**config.mk**
```make
export PLATFORM = sky130hd
export DESIGN_NAME = fl_mode_ctrl
export DESIGN_NICKNAME = d
export VERILOG_FILES = /design/src/verilog/fl_pkg.sv /design/src/verilog/fl_flash_timer.sv /design/src/verilog/fl_mode_ctrl.sv
export SDC_FILE = /design/constraint.sdc
export NUM_CORES = 1
export LEC_CHECK = 0
export ABC_AREA = 1
export BUFFER_PORTS_ARGS = -buffer_cell sky130_fd_sc_hd__buf_2
export CAP_MARGIN = 20
export CORE_MARGIN = 2
export CORE_UTILIZATION = 55
export DETAILED_ROUTE_END_ITERATION = 7
export GPL_ROUTABILITY_DRIVEN = 1
export PLACE_DENSITY_LB_ADDON = 0.15
export SYNTH_ARGS = -nofsm -noshare
export SYNTH_HDL_FRONTEND = slang
export SYNTH_HIERARCHICAL = 1
export SYNTH_SLANG_ARGS = --single-unit
```
**constraint.sdc**
```tcl
create_clock -name mclk -period 5.1 [get_ports mclk]
set_input_delay 0.255 -clock mclk [delete_from_list [all_inputs] [get_ports mclk]]
set_output_delay 0.255 -clock mclk [all_outputs]
set_load 0.1 [all_outputs]
```
**src/verilog/fl_pkg.sv**
```systemverilog
package fl_pkg;

    // Register offsets on the serial register port.
    localparam logic [7:0] FL_OFS_MODE_CTL   = 8'h01;
    localparam logic [7:0] FL_OFS_TIMER      = 8'h02;
    localparam logic [7:0] FL_OFS_LED1_FLASH = 8'h06;
    localparam logic [7:0] FL_OFS_LED1_ASSIST = 8'h08;
    localparam logic [7:0] FL_OFS_LED2_FLASH = 8'h09;
    localparam logic [7:0] FL_OFS_LED2_ASSIST = 8'h0b;
    localparam logic [7:0] FL_OFS_FAULT      = 8'h0c;
    localparam logic [7:0] FL_OFS_LED_ENABLE = 8'h0f;

    // Field positions in the mode control register.
    localparam int FL_MODE_LSB      = 0;
    localparam int FL_MODE_MSB      = 2;
    localparam int FL_TRIG_SRC_BIT  = 3;
    localparam int FL_TRIG_POL_BIT  = 4;
    localparam int FL_TRIG_EDGE_BIT = 5;

    // Field positions in the timer, fault and enable registers.
    localparam int FL_TIMER_LSB     = 0;
    localparam int FL_TIMER_MSB     = 3;
    localparam int FL_TIMEOUT_BIT   = 4;
    localparam int FL_FIRST_LED_ENABLE_BIT   = 0;
    localparam int FL_SECOND_LED_ENABLE_BIT   = 1;

    // Reset values; writable bit masks of the control registers.
    localparam logic [7:0] FL_RST_MODE_CTL = 8'h00;
    localparam logic [7:0] FL_RST_TIMER    = 8'h0f;
    localparam logic [7:0] FL_RST_LEVEL    = 8'h00;
    localparam logic [7:0] FL_RST_FAULT    = 8'h00;
    localparam logic [7:0] FL_RST_ENABLE   = 8'h00;
    localparam logic [7:0] FL_MASK_MODE    = 8'h3f;
    localparam logic [7:0] FL_MASK_TIMER   = 8'h0f;
    localparam logic [7:0] FL_MASK_ENABLE  = 8'h03;

    // Flash duration: code n lasts (n + 1) steps, so code 15 gives the longest flash.
    localparam longint unsigned FL_CLK_HZ         = 64'd40_000_000;
    localparam longint unsigned FL_FLASH_MAX_MS   = 64'd1600;
    localparam longint unsigned FL_FLASH_STEPS    = 64'd16;
    localparam longint unsigned FL_FLASH_STEP_MS  = FL_FLASH_MAX_MS / FL_FLASH_STEPS;
    localparam int unsigned     FL_FLASH_STEP_CYCLES =
        32'(FL_FLASH_STEP_MS * FL_CLK_HZ / 64'd1000);

    typedef enum logic [2:0] {
        FL_MODE_STANDBY  = 3'h0,
        FL_MODE_FIXED5V  = 3'h1,
        FL_MODE_ASSIST   = 3'h2,
        FL_MODE_FLASH    = 3'h3,
        FL_MODE_INDEP_TO = 3'h4,
        FL_MODE_INDEP    = 3'h5,
        FL_MODE_TORCH5V  = 3'h6,
        FL_MODE_RESERVED = 3'h7
    } fl_mode_t;

    typedef enum logic [1:0] {
        FL_ST_IDLE  = 2'b00,
        FL_ST_ARMED = 2'b01,
        FL_ST_FLASH = 2'b11
    } fl_state_t;

    typedef struct packed {
        logic       wr;
        logic       rd;
        logic [7:0] addr;
        logic [7:0] wdata;
    } fl_reg_req_t;

    typedef struct packed {
        logic       on;
        logic [7:0] level;
    } fl_led_drive_t;

endpackage
```
**src/verilog/fl_flash_timer.sv**
```systemverilog
`timescale 1ns/100ps
module fl_flash_timer
    import fl_pkg::*;
#(
    parameter int unsigned STEP_CYCLES = FL_FLASH_STEP_CYCLES
) (
    input  wire logic       mclk,
    input  wire logic       reset_n,
    input  wire logic       clk_en,
    input  wire logic       clear,
    input  wire logic       run,
    input  wire logic [3:0] limit,
    output logic            expired
);

    logic [31:0] pre_r;
    logic [3:0]  step_r;
    logic        step_end;

    assign step_end = (pre_r == 32'(STEP_CYCLES - 1));
    // Pulses in the last cycle of step number limit, so the on-time is exactly (limit + 1) steps.
    assign expired  = run && step_end && (step_r == limit);

    // Time only accumulates while run is high; a pause keeps the count, which gives
    // the combined on-time of both outputs in the independent timed mode.
    always_ff @(posedge mclk or negedge reset_n) begin
        if (!reset_n) begin
            pre_r  <= 32'h0;
            step_r <= 4'h0;
        end else if (clk_en) begin
            if (clear || expired) begin
                pre_r  <= 32'h0;
                step_r <= 4'h0;
            end else if (run) begin
                pre_r  <= step_end ? 32'h0 : pre_r + 32'h1;
                step_r <= step_end ? step_r + 4'h1 : step_r;
            end
        end
    end

endmodule

```
**src/verilog/fl_mode_ctrl.sv**
```systemverilog
`timescale 1ns/100ps
// Functional notes
// - Three-bit mode field, seven modes, 111 reserved
// - Register writes accepted only while enable high
// - Code 000 is standby and reset value
// - 001 fixed 5V; 110 5V plus torch
// - 100 independent timed; 101 independent untimed
// - Boost on low headroom, pass-through on surplus
// - Assist drives continuous assist levels per LED
// - Assist stops on standby or both disabled
// - Flash drives LED1 and LED2 flash levels
// - Flash length limited by four-bit timer field
// - Disabled LED gets no flash current
// - Source bit: 0 software, 1 strobe pin
// - Hardware mode: active strobe starts flash
// - Level mode: on while strobe, timer bounded
// - Level strobe past duration: end, set timeout flag
// - Edge mode: rising edge, exact timer duration
// - Polarity bit inverts strobe to active low
// - Each LED has its own current codes
module fl_mode_ctrl
    import fl_pkg::*;
#(
    parameter int unsigned FLASH_STEP_CYCLES = FL_FLASH_STEP_CYCLES
) (
    input  wire logic          mclk,
    input  wire logic          reset_n,
    input  wire logic          clk_en,
    input  wire logic          en_pin,
    input  wire logic          strobe_pin,
    input  wire logic          torch_pin,
    input  wire logic          headroom_short,
    input  wire logic          headroom_surplus,
    input  wire fl_reg_req_t   reg_req,
    output logic [7:0]         reg_rdata,
    output fl_led_drive_t      led1_drive,
    output fl_led_drive_t      led2_drive,
    output logic               boost_on,
    output logic               pass_through,
    output logic               vout_5v_reg,
    output logic               standby,
    output logic               flash_active
);

    logic [7:0]    mode_ctl_r;
    logic [7:0]    mode_ctl_nxt;
    logic [7:0]    timer_r;
    logic [7:0]    timer_nxt;
    logic [7:0]    led1_flash_r;
    logic [7:0]    led1_flash_nxt;
    logic [7:0]    led1_assist_r;
    logic [7:0]    led1_assist_nxt;
    logic [7:0]    led2_flash_r;
    logic [7:0]    led2_flash_nxt;
    logic [7:0]    led2_assist_r;
    logic [7:0]    led2_assist_nxt;
    logic [7:0]    fault_r;
    logic [7:0]    fault_nxt;
    logic [7:0]    enable_r;
    logic [7:0]    enable_nxt;
    logic [7:0]    rdata_nxt;
    logic          strobe_prev_r;
    logic          boost_r;
    logic          boost_nxt;
    fl_state_t     state_r;
    fl_state_t     state_nxt;
    fl_led_drive_t led1_r;
    fl_led_drive_t led1_nxt;
    fl_led_drive_t led2_r;
    fl_led_drive_t led2_nxt;

    // An address match that is only honoured while the enable pin is high.
    function automatic logic reg_hit(input logic strobe, input logic [7:0] addr, input logic [7:0] ofs);
        reg_hit = strobe && (addr == ofs);
    endfunction

    // Selects the current code that reaches an LED, or nothing when its enable is clear.
    function automatic fl_led_drive_t led_pick(input logic en, input logic on, input logic [7:0] level);
        fl_led_drive_t pick;
        pick.on    = en && on;
        pick.level = pick.on ? level : 8'h00;
        return pick;
    endfunction

    wire        wr_ok      = reg_req.wr && en_pin;
    wire        wr_mode    = reg_hit(wr_ok, reg_req.addr, FL_OFS_MODE_CTL);
    wire        wr_timer   = reg_hit(wr_ok, reg_req.addr, FL_OFS_TIMER);
    wire        wr_l1f     = reg_hit(wr_ok, reg_req.addr, FL_OFS_LED1_FLASH);
    wire        wr_l1a     = reg_hit(wr_ok, reg_req.addr, FL_OFS_LED1_ASSIST);
    wire        wr_l2f     = reg_hit(wr_ok, reg_req.addr, FL_OFS_LED2_FLASH);
    wire        wr_l2a     = reg_hit(wr_ok, reg_req.addr, FL_OFS_LED2_ASSIST);
    wire        wr_enable  = reg_hit(wr_ok, reg_req.addr, FL_OFS_LED_ENABLE);
    wire        rd_ok      = reg_req.rd && en_pin;
    wire        rd_fault   = reg_hit(rd_ok, reg_req.addr, FL_OFS_FAULT);

    wire [2:0]  operating_mode_field     = mode_ctl_r[FL_MODE_MSB:FL_MODE_LSB];
    wire        trigger_source_select    = mode_ctl_r[FL_TRIG_SRC_BIT];
    wire        trigger_polarity_select  = mode_ctl_r[FL_TRIG_POL_BIT];
    wire        trigger_edge_select      = mode_ctl_r[FL_TRIG_EDGE_BIT];
    wire [3:0]  flash_duration_field     = timer_r[FL_TIMER_MSB:FL_TIMER_LSB];
    wire        first_led_enable         = enable_r[FL_FIRST_LED_ENABLE_BIT];
    wire        second_led_enable        = enable_r[FL_SECOND_LED_ENABLE_BIT];
    wire        any_en                   = first_led_enable || second_led_enable;

    wire        m_flash    = (operating_mode_field == FL_MODE_FLASH);
    wire        m_assist   = (operating_mode_field == FL_MODE_ASSIST);
    wire        m_torch5v  = (operating_mode_field == FL_MODE_TORCH5V);
    wire        m_fixed5v  = (operating_mode_field == FL_MODE_FIXED5V);
    wire        m_indep_to = (operating_mode_field == FL_MODE_INDEP_TO);
    wire        m_indep    = m_indep_to || (operating_mode_field == FL_MODE_INDEP);

    // The previous level is taken every enabled cycle, so a strobe already active when the
    // edge trigger is armed is not an edge and must be released first.
    wire        strobe_act  = strobe_pin ^ trigger_polarity_select;
    wire        strobe_rise = strobe_act && !strobe_prev_r;
    wire        hw_level    = trigger_source_select && !trigger_edge_select;
    wire        hw_edge     = trigger_source_select && trigger_edge_select;

    // The flash ends when its mode or both enables are withdrawn by the host.
    wire        flash_abort = (state_r != FL_ST_IDLE) && (!m_flash || !any_en);

    wire        indep_on1   = m_indep && first_led_enable && strobe_act;
    wire        indep_on2   = m_indep && second_led_enable && torch_pin;
    wire        tmr_run     = (state_r == FL_ST_FLASH && !flash_abort)
                              || (m_indep_to && (indep_on1 || indep_on2));
    // Idle and armed states clear the timer so each flash gets its full duration; the
    // independent timed mode keeps its count across pauses instead.
    wire        tmr_clear   = !((state_r == FL_ST_FLASH) || m_indep_to);
    logic       tmr_expired;

    fl_flash_timer #(
        .STEP_CYCLES (FLASH_STEP_CYCLES)
    ) u_timer (
        .mclk    (mclk),
        .reset_n (reset_n),
        .clk_en  (clk_en),
        .clear   (tmr_clear),
        .run     (tmr_run),
        .limit   (flash_duration_field),
        .expired (tmr_expired)
    );

    wire        in_flash      = (state_r == FL_ST_FLASH) && !flash_abort;
    wire        flash_timeout = in_flash && tmr_expired;
    wire        level_release = in_flash && hw_level && !strobe_act;
    // A strobe released in the timeout cycle itself ends the flash without a fault.
    wire        timeout_fault = flash_timeout && hw_level && strobe_act;
    wire        indep_timeout = m_indep_to && tmr_expired;
    wire        hw_standby    = flash_timeout || level_release || indep_timeout;

    always_comb begin
        state_nxt = state_r;
        case (state_r)
            FL_ST_IDLE: begin
                if (m_flash && any_en) begin
                    state_nxt = trigger_source_select ? FL_ST_ARMED : FL_ST_FLASH;
                end
            end
            // Rewriting the mode while armed keeps the arming; only a withdrawn mode or enables disarm.
            FL_ST_ARMED: begin
                if (flash_abort) begin
                    state_nxt = FL_ST_IDLE;
                end else if ((hw_edge && strobe_rise) || (!hw_edge && strobe_act)) begin
                    state_nxt = FL_ST_FLASH;
                end
            end
            FL_ST_FLASH: begin
                if (flash_abort || flash_timeout || level_release) begin
                    state_nxt = FL_ST_IDLE;
                end
            end
            default: begin
                state_nxt = FL_ST_IDLE;
            end
        endcase
    end

    // A host write in the same cycle as the hardware return to standby wins,
    // because it carries the newer intent of software.
    assign mode_ctl_nxt = wr_mode    ? (reg_req.wdata & FL_MASK_MODE)
                        : hw_standby ? {mode_ctl_r[7:3], FL_MODE_STANDBY}
                        : mode_ctl_r;
    assign enable_nxt   = wr_enable  ? (reg_req.wdata & FL_MASK_ENABLE)
                        : hw_standby ? FL_RST_ENABLE
                        : enable_r;
    // A timeout that lands in the cycle of the clearing read stays set.
    assign fault_nxt    = (rd_fault ? FL_RST_FAULT : fault_r)
                        | (8'(timeout_fault) << FL_TIMEOUT_BIT);

    // Current codes survive mode changes, so a flash can follow assist without rewriting them.
    assign timer_nxt       = !en_pin ? FL_RST_TIMER : wr_timer ? (reg_req.wdata & FL_MASK_TIMER) : timer_r;
    assign led1_flash_nxt  = !en_pin ? FL_RST_LEVEL : wr_l1f ? reg_req.wdata : led1_flash_r;
    assign led1_assist_nxt = !en_pin ? FL_RST_LEVEL : wr_l1a ? reg_req.wdata : led1_assist_r;
    assign led2_flash_nxt  = !en_pin ? FL_RST_LEVEL : wr_l2f ? reg_req.wdata : led2_flash_r;
    assign led2_assist_nxt = !en_pin ? FL_RST_LEVEL : wr_l2a ? reg_req.wdata : led2_assist_r;

    // LED outputs are registered: they turn on one cycle after the state but go dark on the same edge that ends the flash, and never show decode glitches.
    // Every mode computes both outputs in full, so no output keeps a stale code between modes.
    always_comb begin
        led1_nxt = '0;
        led2_nxt = '0;
        case (operating_mode_field)
            FL_MODE_ASSIST, FL_MODE_TORCH5V: begin
                led1_nxt = led_pick(first_led_enable, 1'b1, led1_assist_r);
                led2_nxt = led_pick(second_led_enable, 1'b1, led2_assist_r);
            end
            FL_MODE_FLASH: begin
                led1_nxt = led_pick(first_led_enable, in_flash && !hw_standby, led1_flash_r);
                led2_nxt = led_pick(second_led_enable, in_flash && !hw_standby, led2_flash_r);
            end
            FL_MODE_INDEP_TO, FL_MODE_INDEP: begin
                led1_nxt = led_pick(indep_on1, !indep_timeout, led1_flash_r);
                led2_nxt = led_pick(indep_on2, !indep_timeout, led2_flash_r);
            end
            // Reserved mode 111 leaves both outputs dark, like standby.
            default: begin
                led1_nxt = '0;
                led2_nxt = '0;
            end
        endcase
    end

    // Hysteresis between the two comparator thresholds keeps the converter from chattering.
    wire        load_on  = led1_nxt.on || led2_nxt.on;
    wire        need_5v  = m_fixed5v || m_torch5v;
    always_comb begin
        boost_nxt = boost_r;
        if (need_5v) begin
            boost_nxt = 1'b1;
        end else if (!load_on) begin
            boost_nxt = 1'b0;
        end else if (headroom_short) begin
            boost_nxt = 1'b1;
        end else if (headroom_surplus) begin
            boost_nxt = 1'b0;
        end
    end

    // Unmapped offsets read as zero, so software can probe the map without side effects.
    assign rdata_nxt = (reg_req.addr == FL_OFS_MODE_CTL)    ? mode_ctl_r
                     : (reg_req.addr == FL_OFS_TIMER)       ? timer_r
                     : (reg_req.addr == FL_OFS_LED1_FLASH)  ? led1_flash_r
                     : (reg_req.addr == FL_OFS_LED1_ASSIST) ? led1_assist_r
                     : (reg_req.addr == FL_OFS_LED2_FLASH)  ? led2_flash_r
                     : (reg_req.addr == FL_OFS_LED2_ASSIST) ? led2_assist_r
                     : (reg_req.addr == FL_OFS_FAULT)       ? fault_r
                     : (reg_req.addr == FL_OFS_LED_ENABLE)  ? enable_r
                     : 8'h00;

    // Dropping the enable pin returns every register to its reset value.
    always_ff @(posedge mclk or negedge reset_n) begin
        if (!reset_n) begin
            mode_ctl_r    <= FL_RST_MODE_CTL;
            timer_r       <= FL_RST_TIMER;
            led1_flash_r  <= FL_RST_LEVEL;
            led1_assist_r <= FL_RST_LEVEL;
            led2_flash_r  <= FL_RST_LEVEL;
            led2_assist_r <= FL_RST_LEVEL;
            fault_r       <= FL_RST_FAULT;
            enable_r      <= FL_RST_ENABLE;
        end else if (clk_en) begin
            mode_ctl_r    <= en_pin ? mode_ctl_nxt : FL_RST_MODE_CTL;
            timer_r       <= timer_nxt;
            led1_flash_r  <= led1_flash_nxt;
            led1_assist_r <= led1_assist_nxt;
            led2_flash_r  <= led2_flash_nxt;
            led2_assist_r <= led2_assist_nxt;
            fault_r       <= en_pin ? fault_nxt : FL_RST_FAULT;
            enable_r      <= en_pin ? enable_nxt : FL_RST_ENABLE;
        end
    end

    always_ff @(posedge mclk or negedge reset_n) begin
        if (!reset_n) begin
            state_r       <= FL_ST_IDLE;
            strobe_prev_r <= 1'b0;
            boost_r       <= 1'b0;
            led1_r        <= '0;
            led2_r        <= '0;
            reg_rdata     <= 8'h00;
        end else if (clk_en) begin
            // Losing the enable pin drops any flash at once and forgets an armed trigger.
            state_r       <= en_pin ? state_nxt : FL_ST_IDLE;
            strobe_prev_r <= strobe_act;
            boost_r       <= en_pin && boost_nxt;
            led1_r        <= en_pin ? led1_nxt : '0;
            led2_r        <= en_pin ? led2_nxt : '0;
            reg_rdata     <= rd_ok ? rdata_nxt : reg_rdata;
        end
    end

    assign led1_drive   = led1_r;
    assign led2_drive   = led2_r;
    assign boost_on     = boost_r;
    assign pass_through = (led1_r.on || led2_r.on) && !boost_r;
    assign vout_5v_reg  = need_5v;
    assign standby      = (operating_mode_field == FL_MODE_STANDBY);
    assign flash_active = (state_r == FL_ST_FLASH);

endmodule

```
; Yosys cells after proc, flatten, opt, wreduce, memory -nomap -nowiden
; Index checks and enable logic that the tools add are counted.
[totals]
reg_bits = 130
input_bits = 26
out_inout_bits = 31
word_cells = 188
[op_classes]
addsub = 2
eq_ne = 29
mux = 53
n_bitwise = 2
n_reduce_logical = 83
[ops]
columns = op, count
row1 = 8-bit two-way mux, 31
row2 = 32-bit two-way mux, 3
row3 = 9-bit case mux with 3 select lines, 2
row4 = "8-bit by 4-bit equality test with 1-bit output, second input constant", 5
row5 = 1-bit logical AND, 38
row6 = "32-bit by 1-bit adder with 32-bit output, second input constant", 1
row7 = "32-bit by 22-bit equality test with 1-bit output, second input constant", 1
row8 = 2-bit AND reduction, 10
row9 = 9-bit two-way mux, 2
row10 = 1-bit logical OR, 15
row11 = 2-bit two-way mux, 6
row12 = 4-bit two-way mux, 3
row13 = "2-bit by 1-bit inequality test with 1-bit output, second input constant", 6
row14 = 1-bit logical NOT, 11
row15 = "3-bit equality test, second input constant", 3
row16 = "8-bit by 1-bit equality test with 1-bit output, second input constant", 1
row17 = "8-bit by 2-bit equality test with 1-bit output, second input constant", 1
row18 = "8-bit by 3-bit equality test with 1-bit output, second input constant", 1
row19 = 8-bit by 5-bit bitwise OR with 8-bit output, 1
row20 = "3-bit by 2-bit equality test with 1-bit output, second input constant", 2
row21 = "3-bit by 1-bit inequality test with 1-bit output, second input constant", 2
row22 = 2-bit case mux with 3 select lines, 1
row23 = 2-bit nonzero test, 3
row24 = "4-bit by 1-bit adder with 4-bit output, second input constant", 1
row25 = other kinds (15), 19

; Depth between registers and ports, before layout
; Gate-level depths: netlist (run 1).
[depth]
word_depth = 21
ltp_mapped = 19
ltp_nobuf = 19

; Hierarchy
; Netlist (run 1), hierarchy kept.
[by_module_without_submodules]
columns = mod, instances, cells_per_inst, area_per_inst_um2, seq_area_each_um2
row1 = fl_mode_ctrl, 1, 475, 3807.4, 1881.8
row2 = fl_flash_timer, 1, 394, 2576.2, 900.9

; Least setup slack after synthesis (run 1)
; OpenSTA, ideal clock, no wires.
[synth_path]
path_type = register to output
from = reg led1_r, in the netlist led1_drive[8]
to = out pass_through
arrival_time_ns = 2.546
required_time_ns = 4.845
slack_ns = 2.299
path_stages_with_launch = 3
path_buffers = 0
path_cell_list = dfrtp_1 > inv_1 > a21oi_1
[synth_between]
elab_chain_len = 2
[synth_rtl]
columns = item, line
row1 = from (decl), fl_mode_ctrl.sv:67  ; fl_led_drive_t led1_r;
row2 = from (signal assigned), fl_mode_ctrl.sv:286  ; led1_r <= en_pin ? led1_nxt : '0;
row3 = 1-bit logical OR, fl_mode_ctrl.sv:295  ; assign pass_through = (led1_r.on || led2_r.on) && !boost_r;
row4 = 1-bit logical AND, fl_mode_ctrl.sv:295
row5 = to (decl), fl_mode_ctrl.sv:39  ; output logic pass_through,
; No other way between the ends.

; Worst setup path in the final report (run 1)
[layout_path]
from = reg mode_ctl_r[0]
to = reg led1_r, in the netlist led1_drive[6]
[layout_between]
elab_chain_len = 18
elab_cells_between_ends = 37
classes_between = eq/ne: 5 / mux: 4 / reduce/logical: 28
[layout_rtl]
columns = item, line
row1 = from (decl), fl_mode_ctrl.sv:45  ; logic [7:0] mode_ctl_r;
row2 = from (signal assigned), fl_mode_ctrl.sv:262  ; mode_ctl_r <= en_pin ? mode_ctl_nxt : FL_RST_MODE_CTL;
row3 = 3-bit by 2-bit equality test with 1-bit output (tied with other cells), fl_mode_ctrl.sv:105  ; wire m_flash = (operating_mode_field == FL_MODE_FLASH);
row4 = 1-bit logical NOT or 1-bit logical OR (tied branches), "fl_mode_ctrl.sv:120, fl_mode_ctrl.sv:110"
row5 = 1-bit logical OR (tied with other cells), fl_mode_ctrl.sv:120  ; wire flash_abort = (state_r != FL_ST_IDLE) && (!m_flash || !any_en);
row6 = "1-bit logical AND, on equally long branches", "fl_mode_ctrl.sv:120, fl_mode_ctrl.sv:122, fl_mode_ctrl.sv:123"
row7 = 1-bit logical NOT or 1-bit logical OR (tied branches), "fl_mode_ctrl.sv:124, fl_mode_ctrl.sv:125"
row8 = "1-bit logical AND, on equally long branches", "fl_mode_ctrl.sv:124, fl_mode_ctrl.sv:125"
row9 = 1-bit logical OR (*), fl_mode_ctrl.sv:125  ; || (m_indep_to && (indep_on1 || indep_on2));
row10 = via tmr_run, fl_mode_ctrl.sv:124  ; wire tmr_run = (state_r == FL_ST_FLASH && !flash_abort)
row11 = (+2 left out), -
row12 = via tmr_expired, fl_mode_ctrl.sv:129  ; logic tmr_expired;
row13 = 1-bit logical AND, fl_mode_ctrl.sv:144  ; wire flash_timeout = in_flash && tmr_expired;
row14 = 1-bit logical OR (2 in a row), fl_mode_ctrl.sv:149  ; wire hw_standby = flash_timeout || level_release || indep_timeout;
row15 = 1-bit logical NOT, fl_mode_ctrl.sv:208  ; led1_nxt = led_pick(first_led_enable, in_flash && !hw_standby, led1_flash_r);
row16 = 1-bit logical AND, fl_mode_ctrl.sv:208
row17 = 1-bit logical AND, fl_mode_ctrl.sv:80  ; pick.on = en && on;
row18 = 8-bit two-way mux, fl_mode_ctrl.sv:81  ; pick.level = pick.on ? level : 8'h00;
row19 = 9-bit case mux with 3 select lines (*), fl_mode_ctrl.sv:202  ; case (operating_mode_field)
row20 = 9-bit two-way mux (*), fl_mode_ctrl.sv:286
; The timed path passes the listed nets; every way through them passes the cells marked *.
; A chain may end at the register's enable or synchronous reset.

==> results of run 1 <==
==> metrics by stage <==
| stage | power [mW] | hold slack, ns |
|---|---|---|
| 6_report | 2.04 | 0.169 |
| 5_1_grt | 2.14 | 0.168 |
| 4_1_cts | 2.05 | 0.126 |
| 3_5_place_dp | 1.37 | 0.462 |
| 3_3_place_gp | 1.35 | 0.461 |
| 2_1_floorplan | 1.26 | -0.0406 |
==> synthesized netlist by cell type (2+ instances only) <==
cell type and instances:
nand3_2 4, nor3_4 2, o211ai_1 5, xor2_1 4, nor2_4 3, o22ai_1 11, nand2_4 2, inv_1 98
buf_1 2, or2_2 6, o21ai_1 6, nand4_1 8, nor2_2 2, a22oi_1 17, nor3_1 4, a21boi_1 2
a21oi_1 56, nand2_1 231, nand2_2 7, nand3_1 64, o21bai_1 5, xnor2_1 2, inv_2 7, buf_6 6
o31ai_4 2, a21boi_0 5, o21ai_4 2, ha_1 2, o21ai_0 61, dfstp_2 4, a31oi_1 2, a2bb2oi_1 2
o21ai_2 2, clkbuf_1 8, nor2_1 109, dfrtp_1 107
==> power by group through the flow <==
stage               Sequential, mW  Combinational [mW]  Clock, mW
CTS                          0.995               0.354      0.702
detailed placement            1.01               0.353          0
global route                  1.00               0.397      0.735
global placement              1.01               0.342          0
finish                       0.995               0.357      0.689
floorplan                     1.03               0.225          0
==> state kept, by name, summed over array words and instances (netlist names) <==
signal and count:
boost_on 1, led2_drive 9, timer_r 4, led1_flash_r 8, enable_r 2, strobe_prev_r 1, led1_assist_r 8, u_timer/step_r 4
state_r 2, led2_flash_r 8, mode_ctl_r 6, led2_assist_r 8, reg_rdata 8, led1_drive 9, u_timer/pre_r 32, fault_r 1
==> tightest hold or removal path, cell delays in order <==
cell and delay (ns):
buf_2 0.11, inv_1 0.04, o21ai_0 0.07
==> kinds of logic after synthesis <==
logic type               Yosys count  synth area share, %
XOR/XNOR                           6                0.823
flip-flops                       111                 43.6
adder cells (fa/ha/maj)            2                0.392
AO/OA/AOI/OAI                    181                 17.0
buffers and inverters            124                 8.08
AND/OR/NAND/NOR                  445                 30.1
==> metal layers <==
metal | vias up | global-route usage, % | part of all wire [%]
met2 | 183 | 49.8 | 49
met4 | 0 | 16.0 | 5.3
met5 | - | 0 | 0
met3 | 67 | 5.44 | 4.1
met1 | 2864 | 35.2 | 42
li1 | 2944 | - | -
==> path summary, 6_finish.rpt <==
path	startpoint	endpoint	slack [ns]	cells past startpoint
worst min register to register	reg_rdata[0]	reg_rdata[0]	0.48	2
min in group asynchronous	reset_n	u_timer/pre_r[13]	0.34	2
worst min-delay path	reg_req[5]	mode_ctl_r[5]	0.17	3
max in group asynchronous	reset_n	state_r[1]	3.67	4
worst max-delay path	mode_ctl_r[0]	led1_drive[6]	2.32	17
worst max register to register	mode_ctl_r[0]	led1_drive[6]	2.32	17
==> cell type report <==
cell class	instances	area, um2
Clock inverter	6	50.0
Fill cell	1060	4300
Multi-Input combinational cell	634	3090
Inverter	106	398
Tap cell	143	179
Clock buffer	10	229
Sequential cell	111	2780
Timing Repair Buffer	61	343
==> summary.md, run 1 <==
| Metric | Value |
|---|---|
| Outcome | `completed` |
| Cell taking the most area after synthesis | `dfrtp_1` |
| Total CTS buffers | `9` |
| Drt first pass iters | `5` |
| Slew Limit Fails | `0` |
| Fmax | `around 360 MHz` |
| Fin worst setup slack | `between 2 and 2.5 ns` |
| Fin nets | `951` |
| Post-CTS Resized | `0` |
| Initial drt markers | `492` |
| Wire length per cell | `approximately 16 um` |
| Pwr dens | `approximately 290 nW/um2` |
| Clock group share of total power | `33.8%` |
| WP data required | `5.32 ns` |
| Initial antenna violation count | `0` |
| Setup crit end kind | `flop` |
| Most used cell along the critical path | `nand2_1` |
| Main synth FF type | `dfrtp_1` |
| CP Buf/Inv Count | `2` |
| Design Area, Final | `~7000 um2` |
| Final Util | `between 60 and 70%` |
| Synthesized instance count | `~870` |
| Routability cong. | `roughly 0.98` |
| Remaining DRCs | `0` |
| Mapped Area | `~6400 um2` |
| Post-Place Setup Slack | `between 2 and 2.5 ns` |
| Sw frac | `between 30% and 40%` |
| Remaining Overflow, GRT | `0` |
| Die Width | `approximately 110 um` |
| Critical-path cell list | `nand2_1 -> nor2_1 -> nand2_1 -> nor2_1 -> inv_1 -> nand2_1 -> nand2_1 -> nor2_1 -> nand2_1 -> nor2_1 -> nand2_1 -> inv_1 -> nand2_1 -> nand2_1 -> nand2_1 -> a22oi_1 -> o21ai_0` |
| P_sw | `665 uW` |
| Initial Utilization | `56.1%` |
| Combinational share of power | `approximately 18%` |
| Proportion of layout cells with a drive suffix above 1 | `a little over an eighth` |
| Setup TNS | `0 ns` |
| CTS Buffer Depth | `2` |
| Unrepaired setup endpoints after global routing | `false` |
| Antenna Nets Post-Route | `0` |
| Reg power frac | `48.7%` |
| Post-Place Cell Area | `a little under 7000 um2` |
| Post-Syn Area per Cell | `7.35 um2` |
| P_leak | `about 3.3 nW` |
| Ports | `57` |
| Hold Crit Class | `primary input to flop` |
| Startpoint Class | `flop` |
| Leading post-synthesis cells by cell area | `dfrtp_1 (42%), nand2_1 (14%), nor2_1 (6.4%), inv_1 (5.8%), nand3_1 (5.0%)` |
| Core area | `11400 um2` |
| CP max stage delay | `roughly 0.4 ns` |
| H-Tree Depth | `3` |
| # rows | `39` |
| Final worst-path cycle share | `a little over half` |
| Die H | `between 100 and 150 um` |
| Largest net degree at the start of global routing | `83` |
| Clock Latency Late Sink | `between 0.3 and 0.4 ns` |
| Post CTS Setup Buffer Count | `0` |
| Worst-Margin Slew | `0.845 ns` |
| Final setup vio count | `0` |
| Period minus WS final | `between 2 and 3 ns` |
| Async SR Flop Fraction | `between 90% and 100%` |
| # hold bufs at CTS | `0` |
| Clk slew on worst S/H paths | `0.08 ns` |
| Vias in the first global route | `~6000` |
| Syn Nets | `about 900` |
| Antenna cells | `0` |
| Most common cell after layout, fill and taps aside | `nand2_1` |
| Wire length of the first global-routing pass | `29100 um` |
| Largest delay contributor family on the critical path | `simple AND/OR/NAND/NOR gates` |
| Critical path arrival | `about 3 ns` |
| VDD IR max | `around 0.00021 V` |
| CP max FO | `8` |
| Post-synth EDFFs | `0` |
| Internal | `approximately 1.4 mW` |
| Slew headroom | `a little over two fifths` |
| Final hold vios | `0` |
| Maximum capacitance violations | `0` |
| YS warnings | `6` |
| #FFs+latches synth | `111` |
| Area grow syn2layout | `10.7%` |
| Netlist cell types | `45` |
| Post-Place Cells | `1053` |
| Via count | `roughly 6100` |
| Final wirelength | `between 15000 and 20000 um` |
| Routed vias/inst | `5.66` |
| GRT Total Usage | `29.3%` |
| Port Buffer Count | `between 50 and 60` |
| Max Clock Skew | `around 0.012 ns` |
| Top cell type's share of synthesized area | `between 40% and 50%` |
| CTS tree | `yes` |
| Most frequent cells in the layout | `nand2_1 (231), nor2_1 (109), dfrtp_1 (107)` |
| Crit-path slowest cell | `dfrtp_1` |
| Non-Filler Instances | `roughly 1100` |
| Register area share after synthesis | `43.6%` |
| Post-DP HPWL | `between 10000 and 15000 um` |
| Die area | `approximately 12000 um2` |
| Critical path class | `flop to flop` |
| Clk sinks | `111` |
| Clock Root Buffer | `clkbuf_16` |
Power figures use the tool's default switching activity.
==> inputs of run 2 (changes only) <==
Settings changed: ABC_AREA 1 to 0.
Clock period 5.1 ns to 2.8 ns, I/O delays scaled along.
==> run 2 against run 1 <==
Effect of this change:
- fmax increased by 0.46%
- critical path depth decreased by 7
- first-iteration DRC count decreased by 11%
- via count decreased by 8.0%
- register-to-register slack got worse by 2.3 ns
- setup slack got worse by 2.3 ns
- routed wire length decreased by 3.0%
- die area decreased by 3.2%
- largest power group unchanged
- highest routed layer unchanged
==> summary.md, run 2 <==
| Metric | Value |
|---|---|
| H-Tree Depth | `3 (unchanged)` |
| Top cell type's share of synthesized area | `43.4% (+1.4 points)` |
| Async SR Flop Fraction | `100% (unchanged)` |
| Antenna Nets Post-Route | `0 (unchanged)` |
| Setup TNS | `0 ns (unchanged)` |
| Via count | `5573 (-8.0%)` |
| Initial Utilization | `56.7% (+0.56 points)` |
| Post-synth top cells | `dfrtp_1 (107), nand2_1 (46), a31oi_1 (32), o21ai_0 (32), mux2_2 (30)` |
| Setup crit end kind | `flop` |
| Netlist cell types | `78 (+73%)` |
| CTS tree | `yes` |
| Largest delay contributor family on the critical path | `compound AO/OA/AOI/OAI gates` |
| Die H | `110 um (-1.6%)` |
| Fmax | `361 MHz (+0.46%)` |
| Hold Crit Class | `primary input to flop` |
| Core area | `10900 um2 (-4.2%)` |
| Leading post-synthesis cells by cell area | `dfrtp_1 (43%), mux2_2 (5.5%), a31oi_1 (3.2%), a221o_1 (3.1%), nand2_1 (2.8%)` |
| Post-synth EDFFs | `0 (unchanged)` |
| Post-Place Setup Slack | `0.0408 ns (-2.34 ns)` |
| Critical-path cell list | `xor2_2 -> a22oi_2 -> o41ai_2 -> o21ai_1 -> or4_4 -> nor2_4 -> o21ba_2 -> nand2b_4 -> a21oi_4 -> a221o_1` |
| Crit-path slowest cell | `o41ai_2` |
| Pwr dens | `440 nW/um2 (+52%)` |
| Fill cells | `876 (-17%)` |
| Worst-Margin Slew | `0.874 ns (+0.0282 ns)` |
| Fin nets | `725 (-24%)` |
| Max FFs per register | `32 (unchanged)` |
| CP max FO | `8 (unchanged)` |
| Most frequent cells in the layout | `dfrtp_1 (106), buf_2 (55), nand2_1 (46), buf_4 (46), a31oi_1 (32)` |
| Most common cell after layout, fill and taps aside | `dfrtp_1` |
| # rows | `38 (-2.6%)` |
| Final hold vios | `0 (unchanged)` |
| Largest register by flop count | `u_timer/pre_r` |
| Synthesized instance count | `617 (-29%)` |
| YS warnings | `6 (unchanged)` |
| Ports | `57 (unchanged)` |
| WP data required | `3.08 ns (-2.24 ns)` |
| Maximum capacitance violations | `0 (unchanged)` |
| Syn Nets | `645 (-28%)` |
| Wire length per cell | `20.3 um (+23%)` |
| Startpoint Class | `flop` |
| Largest net degree at the start of global routing | `49 (-41%)` |
| Port Buffer Count | `56 (unchanged)` |
| Critical path class | `flop to flop` |
| CP max stage delay | `0.45 ns (+0.04 ns)` |
| Post-Place Cell Area | `6810 um2 (+0.83%)` |
| Initial antenna violation count | `0 (unchanged)` |
| Proportion of layout cells with a drive suffix above 1 | `27.9% (+15 points)` |
| Vias in the first global route | `5306 (-11%)` |
| Register area share after synthesis | `45.1% (+1.5 points)` |
| Period minus WS final | `2.77 ns (-0.0128 ns)` |
| CTS Buffer Depth | `2 (unchanged)` |
| VDD IR max | `0.000408 V (+98%)` |
| Fin worst setup slack | `0.0316 ns (-2.29 ns)` |
| Clock Root Buffer | `clkbuf_8` |
| Main synth FF type | `dfrtp_1` |
| Final worst-path cycle share | `98.9% (+44 points)` |
| Area grow syn2layout | `15.4%` |
| Remaining DRCs | `0 (unchanged)` |
| Routability cong. | `0.967 (-0.86%)` |
| Remaining Overflow, GRT | `0 (unchanged)` |
| Mapped Area | `6170 um2 (-3.3%)` |
| Wire length of the first global-routing pass | `27000 um (-7.2%)` |
| Outcome | `completed` |
| Slew headroom | `41.6% (-2.0 points)` |
| Design Area, Final | `7120 um2 (+0.81%)` |
| Drt first pass iters | `5 (unchanged)` |
| Critical path arrival | `3.05 ns (+0.05 ns)` |
| Initial drt markers | `440 (-11%)` |
| GRT Total Usage | `29.5% (+0.26 points)` |
| Max Clock Skew | `0.00877 ns (-0.00310 ns)` |
| Clk slew on worst S/H paths | `0.10 ns (+0.02 ns)` |
| Final wirelength | `17100 um (-3.0%)` |
| Die area | `12100 um2 (-3.2%)` |
| Total CTS buffers | `9 (unchanged)` |
| Cell with the most instances after synthesis | `dfrtp_1` |
| Clock Latency Late Sink | `0.40 ns (+0.03 ns)` |
| Clk sinks | `111 (unchanged)` |
| Final setup vio count | `0 (unchanged)` |
| Die Width | `110 um (-1.6%)` |
| CP Buf/Inv Count | `0 (-2)` |
| Antenna cells | `0 (unchanged)` |
| Post-Syn Area per Cell | `10.0 um2 (+36%)` |
| Cell taking the most area after synthesis | `dfrtp_1` |
| P_leak | `3.13 nW (-3.8%)` |
| #FFs+latches synth | `111 (unchanged)` |
| Post-DP HPWL | `12300 um (-6.5%)` |
| Slew Limit Fails | `0 (unchanged)` |
| Routed vias/inst | `6.62 (+17%)` |
==> run 2: cell types whose count changed after synthesis, sizes merged, moves of 12 or more <==
cell	delta
nor2	-85
nor4	+15
nand2	-192
inv	-89
nand3	-40
a31oi	+30
nor2b	+23
a221o	+19
a21oi	-27
o21ai	-33
clkbuf	+12
mux2	+38
==> run 2: final cells by class <==
class / instances / area (um2) / area share [%]
clock inverter: 6 / 75.1 / 1.05
tap: 140 / 175 / 2.46
multi-input combinational: 457 / 3260 / 45.8
timing repair buffer: 102 / 631 / 8.85
sequential: 111 / 2780 / 39.1
clock buffer: 10 / 138 / 1.93
inverter: 16 / 60.1 / 0.843
==> run 2: cell families after synthesis <==
logic type | after synthesis | share of synthesized area [%]
XOR/XNOR | 3 | 0.426
AO/OA/AOI/OAI | 189 | 22.3
multiplexers | 41 | 7.90
buffers and inverters | 49 | 3.55
adder cells (fa/ha/maj) | 2 | 0.405
flip-flops | 111 | 45.1
AND/OR/NAND/NOR | 222 | 20.4
==> run 2: what timing repair did <==
item                                    CTS  global route
endpoints found under the setup margin    0            25
gates resized for setup                   0            18
setup buffers                             0             3
hold endpoints to repair                 41             0
hold buffers                              1             0
==> run 2: worst paths after layout <==
path | slack [ns] | depth (start not counted) | startpoint | endpoint
max | 0.03 | 10 | mode_ctl_r[4] | led1_drive[0]
min | 0.02 | 3 | reg_req[3] | timer_r[3]
max reg2reg | 0.03 | 10 | mode_ctl_r[4] | led1_drive[0]
min reg2reg | 0.49 | 2 | reg_rdata[6] | reg_rdata[6]
max in group asynchronous | 1.69 | 3 | reset_n | mode_ctl_r[0]
min in group asynchronous | 0.28 | 2 | reset_n | led2_drive[7]
==> run 2: layer usage <==
layer  routed length [um]  part of all wire, %  global-route usage [%]
met2                 8740                   51                    50.6
met4                  597                  3.5                    12.6
met3                 1010                  5.9                    5.93
met1                 6730                   39                    36.1
met5                    0                    0                       0
==> run 2: worst min-delay path: stages <==
cell,delay [ns]
buf_2,0.10
o22ai_1,0.10
a21oi_1,0.08
==> run 2: metrics by stage <==
| step | cells | total power [mW] | util (%) | hold WS [ns] |
|---|---|---|---|---|
| 6_report | 842 | 3.14 | 65.4 | 0.0186 |
| 5_1_grt | 842 | 3.25 | 65.4 | 0.0221 |
| 4_1_cts | 839 | 3.15 | 64.6 | 0.000871 |
| 3_5_place_dp | 822 | 2.12 | 62.5 | 0.201 |
| 3_3_place_gp | 822 | 2.11 | 62.5 | 0.199 |
| 2_1_floorplan | 617 | 1.98 | - | -0.156 |
==> run 2: report_power, final <==
group	switching (mW)	leakage [nW]	internal (mW)
Combinational	0.208	1.53	0.137
Sequential	0.0713	1.50	1.68
Clock	0.584	0.105	0.452
==> inputs of run 3 (changes only) <==
Settings changed: BUFFER_PORTS_ARGS -buffer_cell sky130_fd_sc_hd__buf_2 to -buffer_cell sky130_fd_sc_hd__buf_4, CORE_ASPECT_RATIO set to 2.
==> run 3 against run 2 <==
Effect of this change:
- highest routed layer unchanged
- combinational power up 7.0%
- critical path depth unchanged
- global-route usage up 3.7 points
- largest power group unchanged
==> summary.md, run 3 (synthesis results as in run 2) <==
| Metric | Value |
|---|---|
| Outcome | `completed` |
| Slew Limit Fails | `0 (unchanged)` |
| Antenna Nets Post-Route | `0 (unchanged)` |
| Hold Crit Class | `primary input to flop` |
| Worst-Margin Slew | `0.833 ns (-0.0401 ns)` |
| Design Area, Final | `7350 um2 (+3.2%)` |
| Fin worst setup slack | `0.0978 ns (+0.0662 ns)` |
| Clk slew on worst S/H paths | `0.07 ns (-0.03 ns)` |
| Final worst-path cycle share | `96.5% (-2.4 points)` |
| Final setup vio count | `0 (unchanged)` |
| CP max FO | `8 (unchanged)` |
| Drt first pass iters | `5 (unchanged)` |
| VDD IR max | `0.000304 V (-25%)` |
| Slew headroom | `43.9% (+2.4 points)` |
| Critical path arrival | `2.93 ns (-0.12 ns)` |
| Port Buffer Count | `56 (unchanged)` |
| Setup TNS | `0 ns (unchanged)` |
| H-Tree Depth | `3 (unchanged)` |
| Post-Place Cells | `827 (+0.61%)` |
| Die H | `154 um (+40%)` |
| Remaining DRCs | `0 (unchanged)` |
| Initial drt markers | `413 (-6.1%)` |
| Clock Root Buffer | `clkbuf_16` |
| P_leak | `3.19 nW (+2.1%)` |
| Max FFs per register | `32 (unchanged)` |
| Initial antenna violation count | `0 (unchanged)` |
| Wire length per cell | `23.4 um (+15%)` |
| Largest net degree at the start of global routing | `57 (+16%)` |
| Fin nets | `728 (+0.41%)` |
| Post-DP HPWL | `14700 um (+20%)` |
| Crit-path slowest cell | `or4_4` |
| Wire length of the first global-routing pass | `30800 um (+14%)` |
| Vias in the first global route | `5870 (+11%)` |
| WP data required | `3.03 ns (-0.05 ns)` |
| Routed vias/inst | `6.73 (+1.7%)` |
| Via count | `5689 (+2.1%)` |
| Period minus WS final | `2.70 ns (-0.0662 ns)` |
| Antenna cells | `0 (unchanged)` |
| Ports | `57 (unchanged)` |
| # rows | `54 (+42%)` |
| Most common cell after layout, fill and taps aside | `dfrtp_1` |
| Routability cong. | `0.978 (+1.1%)` |
| Final wirelength | `19700 um (+16%)` |
| Startpoint Class | `flop` |
| Critical path class | `flop to flop` |
| Initial Utilization | `56.4% (-0.30 points)` |
| Most frequent cells in the layout | `dfrtp_1 (107), buf_4 (103), nand2_1 (46)` |
| CP max stage delay | `0.45 ns (about the same)` |
| Clock Latency Late Sink | `0.35 ns (-0.05 ns)` |
| Core area | `10900 um2 (+0.53%)` |
| Pwr dens | `461 nW/um2 (+4.9%)` |
| Hold Startpoint | `reg_req[1]` |
| Worst Setup SP | `mode_ctl_r[4]` |
| Fill cells | `882 (+0.68%)` |
| Total CTS buffers | `9 (unchanged)` |
| Proportion of layout cells with a drive suffix above 1 | `27.7% (-0.26 points)` |
| RR Startpoint | `mode_ctl_r[4]` |
| Maximum capacitance violations | `0 (unchanged)` |
| Post-Place Setup Slack | `-0.0123 ns (-0.0531 ns)` |
| Final hold vios | `0 (unchanged)` |
| Largest register by flop count | `u_timer/pre_r` |
| CTS tree | `yes` |
| Tot Pwr | `3.39 mW (+8.2%)` |
| Largest delay contributor family on the critical path | `compound AO/OA/AOI/OAI gates` |
| Clk sinks | `111 (unchanged)` |
| Fmax | `370 MHz (+2.4%)` |
| Critical-path cell list | `xor2_2 -> a22oi_1 -> o41ai_2 -> o21ai_1 -> or4_4 -> nor2_4 -> o21ba_2 -> nand2b_2 -> a21oi_4 -> a221o_1` |
| Area grow syn2layout | `19.1%` |
| Remaining Overflow, GRT | `0 (unchanged)` |
| GRT Total Usage | `33.2% (+3.7 points)` |
| Die Width | `78.9 um (-28%)` |
| Setup crit end kind | `flop` |
| Non-Filler Instances | `845 (+0.36%)` |
| CP Buf/Inv Count | `0 (unchanged)` |
| Die area | `12100 um2 (+0.42%)` |
| CTS Buffer Depth | `2 (unchanged)` |
| Post-Place Cell Area | `6990 um2 (+2.7%)` |
| Max Clock Skew | `0.00668 ns (-0.00209 ns)` |
run 3: changes by cell type in the layout (fill, tap and decap cells not counted), sizes merged:
cell and delta:
clkinvlp -1, buf +3, bufinv -1, clkinv +2
run 3: final timing paths:
kind                                  to  slack, ns  depth (start not counted)
setup reg to reg           led1_drive[7]        0.1                         10
min in group asynchronous  led1_drive[4]       0.39                          2
max in group asynchronous  led2_drive[8]       1.63                          3
hold / removal                timer_r[1]       0.09                          3
hold reg to reg             reg_rdata[6]       0.49                          2
setup / recovery           led1_drive[7]        0.1                         10
run 3: power breakdown:
group / leakage [nW] / total (mW) / switching (mW) / internal [mW]
Combinational: 1.55 / 0.368 / 0.219 / 0.149
Sequential: 1.50 / 1.77 / 0.0832 / 1.68
Clock: 0.145 / 1.26 / 0.617 / 0.643
run 3: metal layers:
metal	global-route usage [%]	vias to the layer above	wire (um)
met5	0	-	0
met4	27.3	0	1820
met2	60.3	250	10700
met3	5.22	105	874
li1	-	2547	-
met1	31.7	2787	6320
run 3: what timing repair did:
item | 4_1_cts | 5_1_grt
buffers inserted | 0 | 1
pin swaps | 0 | 2
endpoints found under the hold margin | 51 | 0
endpoints found under the setup margin | 5 | 24
cloned | 0 | 0
resized for setup | 2 | 11
hold buffers | 1 | 0
run 3: final cells by class:
cell class,instances,area [um2],area share [%]
Clock inverter,6,51.3,0.698
Tap cell,140,175,2.38
Multi-Input combinational cell,457,3240,44.1
Timing Repair Buffer,105,803,10.9
Inverter,16,60.1,0.817
Clock buffer,10,239,3.25
Sequential cell,111,2780,37.8
run 3: worst reg2reg max path: stages (launching register included):
cell and delay (ns):
dfrtp_1 0.42, xor2_2 0.17, a22oi_1 0.11, o41ai_2 0.37, o21ai_1 0.11, or4_4 0.45
nor2_4 0.12, o21ba_2 0.20, nand2b_2 0.14, a21oi_4 0.13, a221o_1 0.37
run 3: through the flow:
step	hold slack, ns	utilization (%)
after detailed placement	0.253	63.9
final	0.0892	67.2
after global routing	0.0949	67.2
after floorplan	-0.156	-
after CTS	0.0831	66.6
after global placement	0.243	63.9
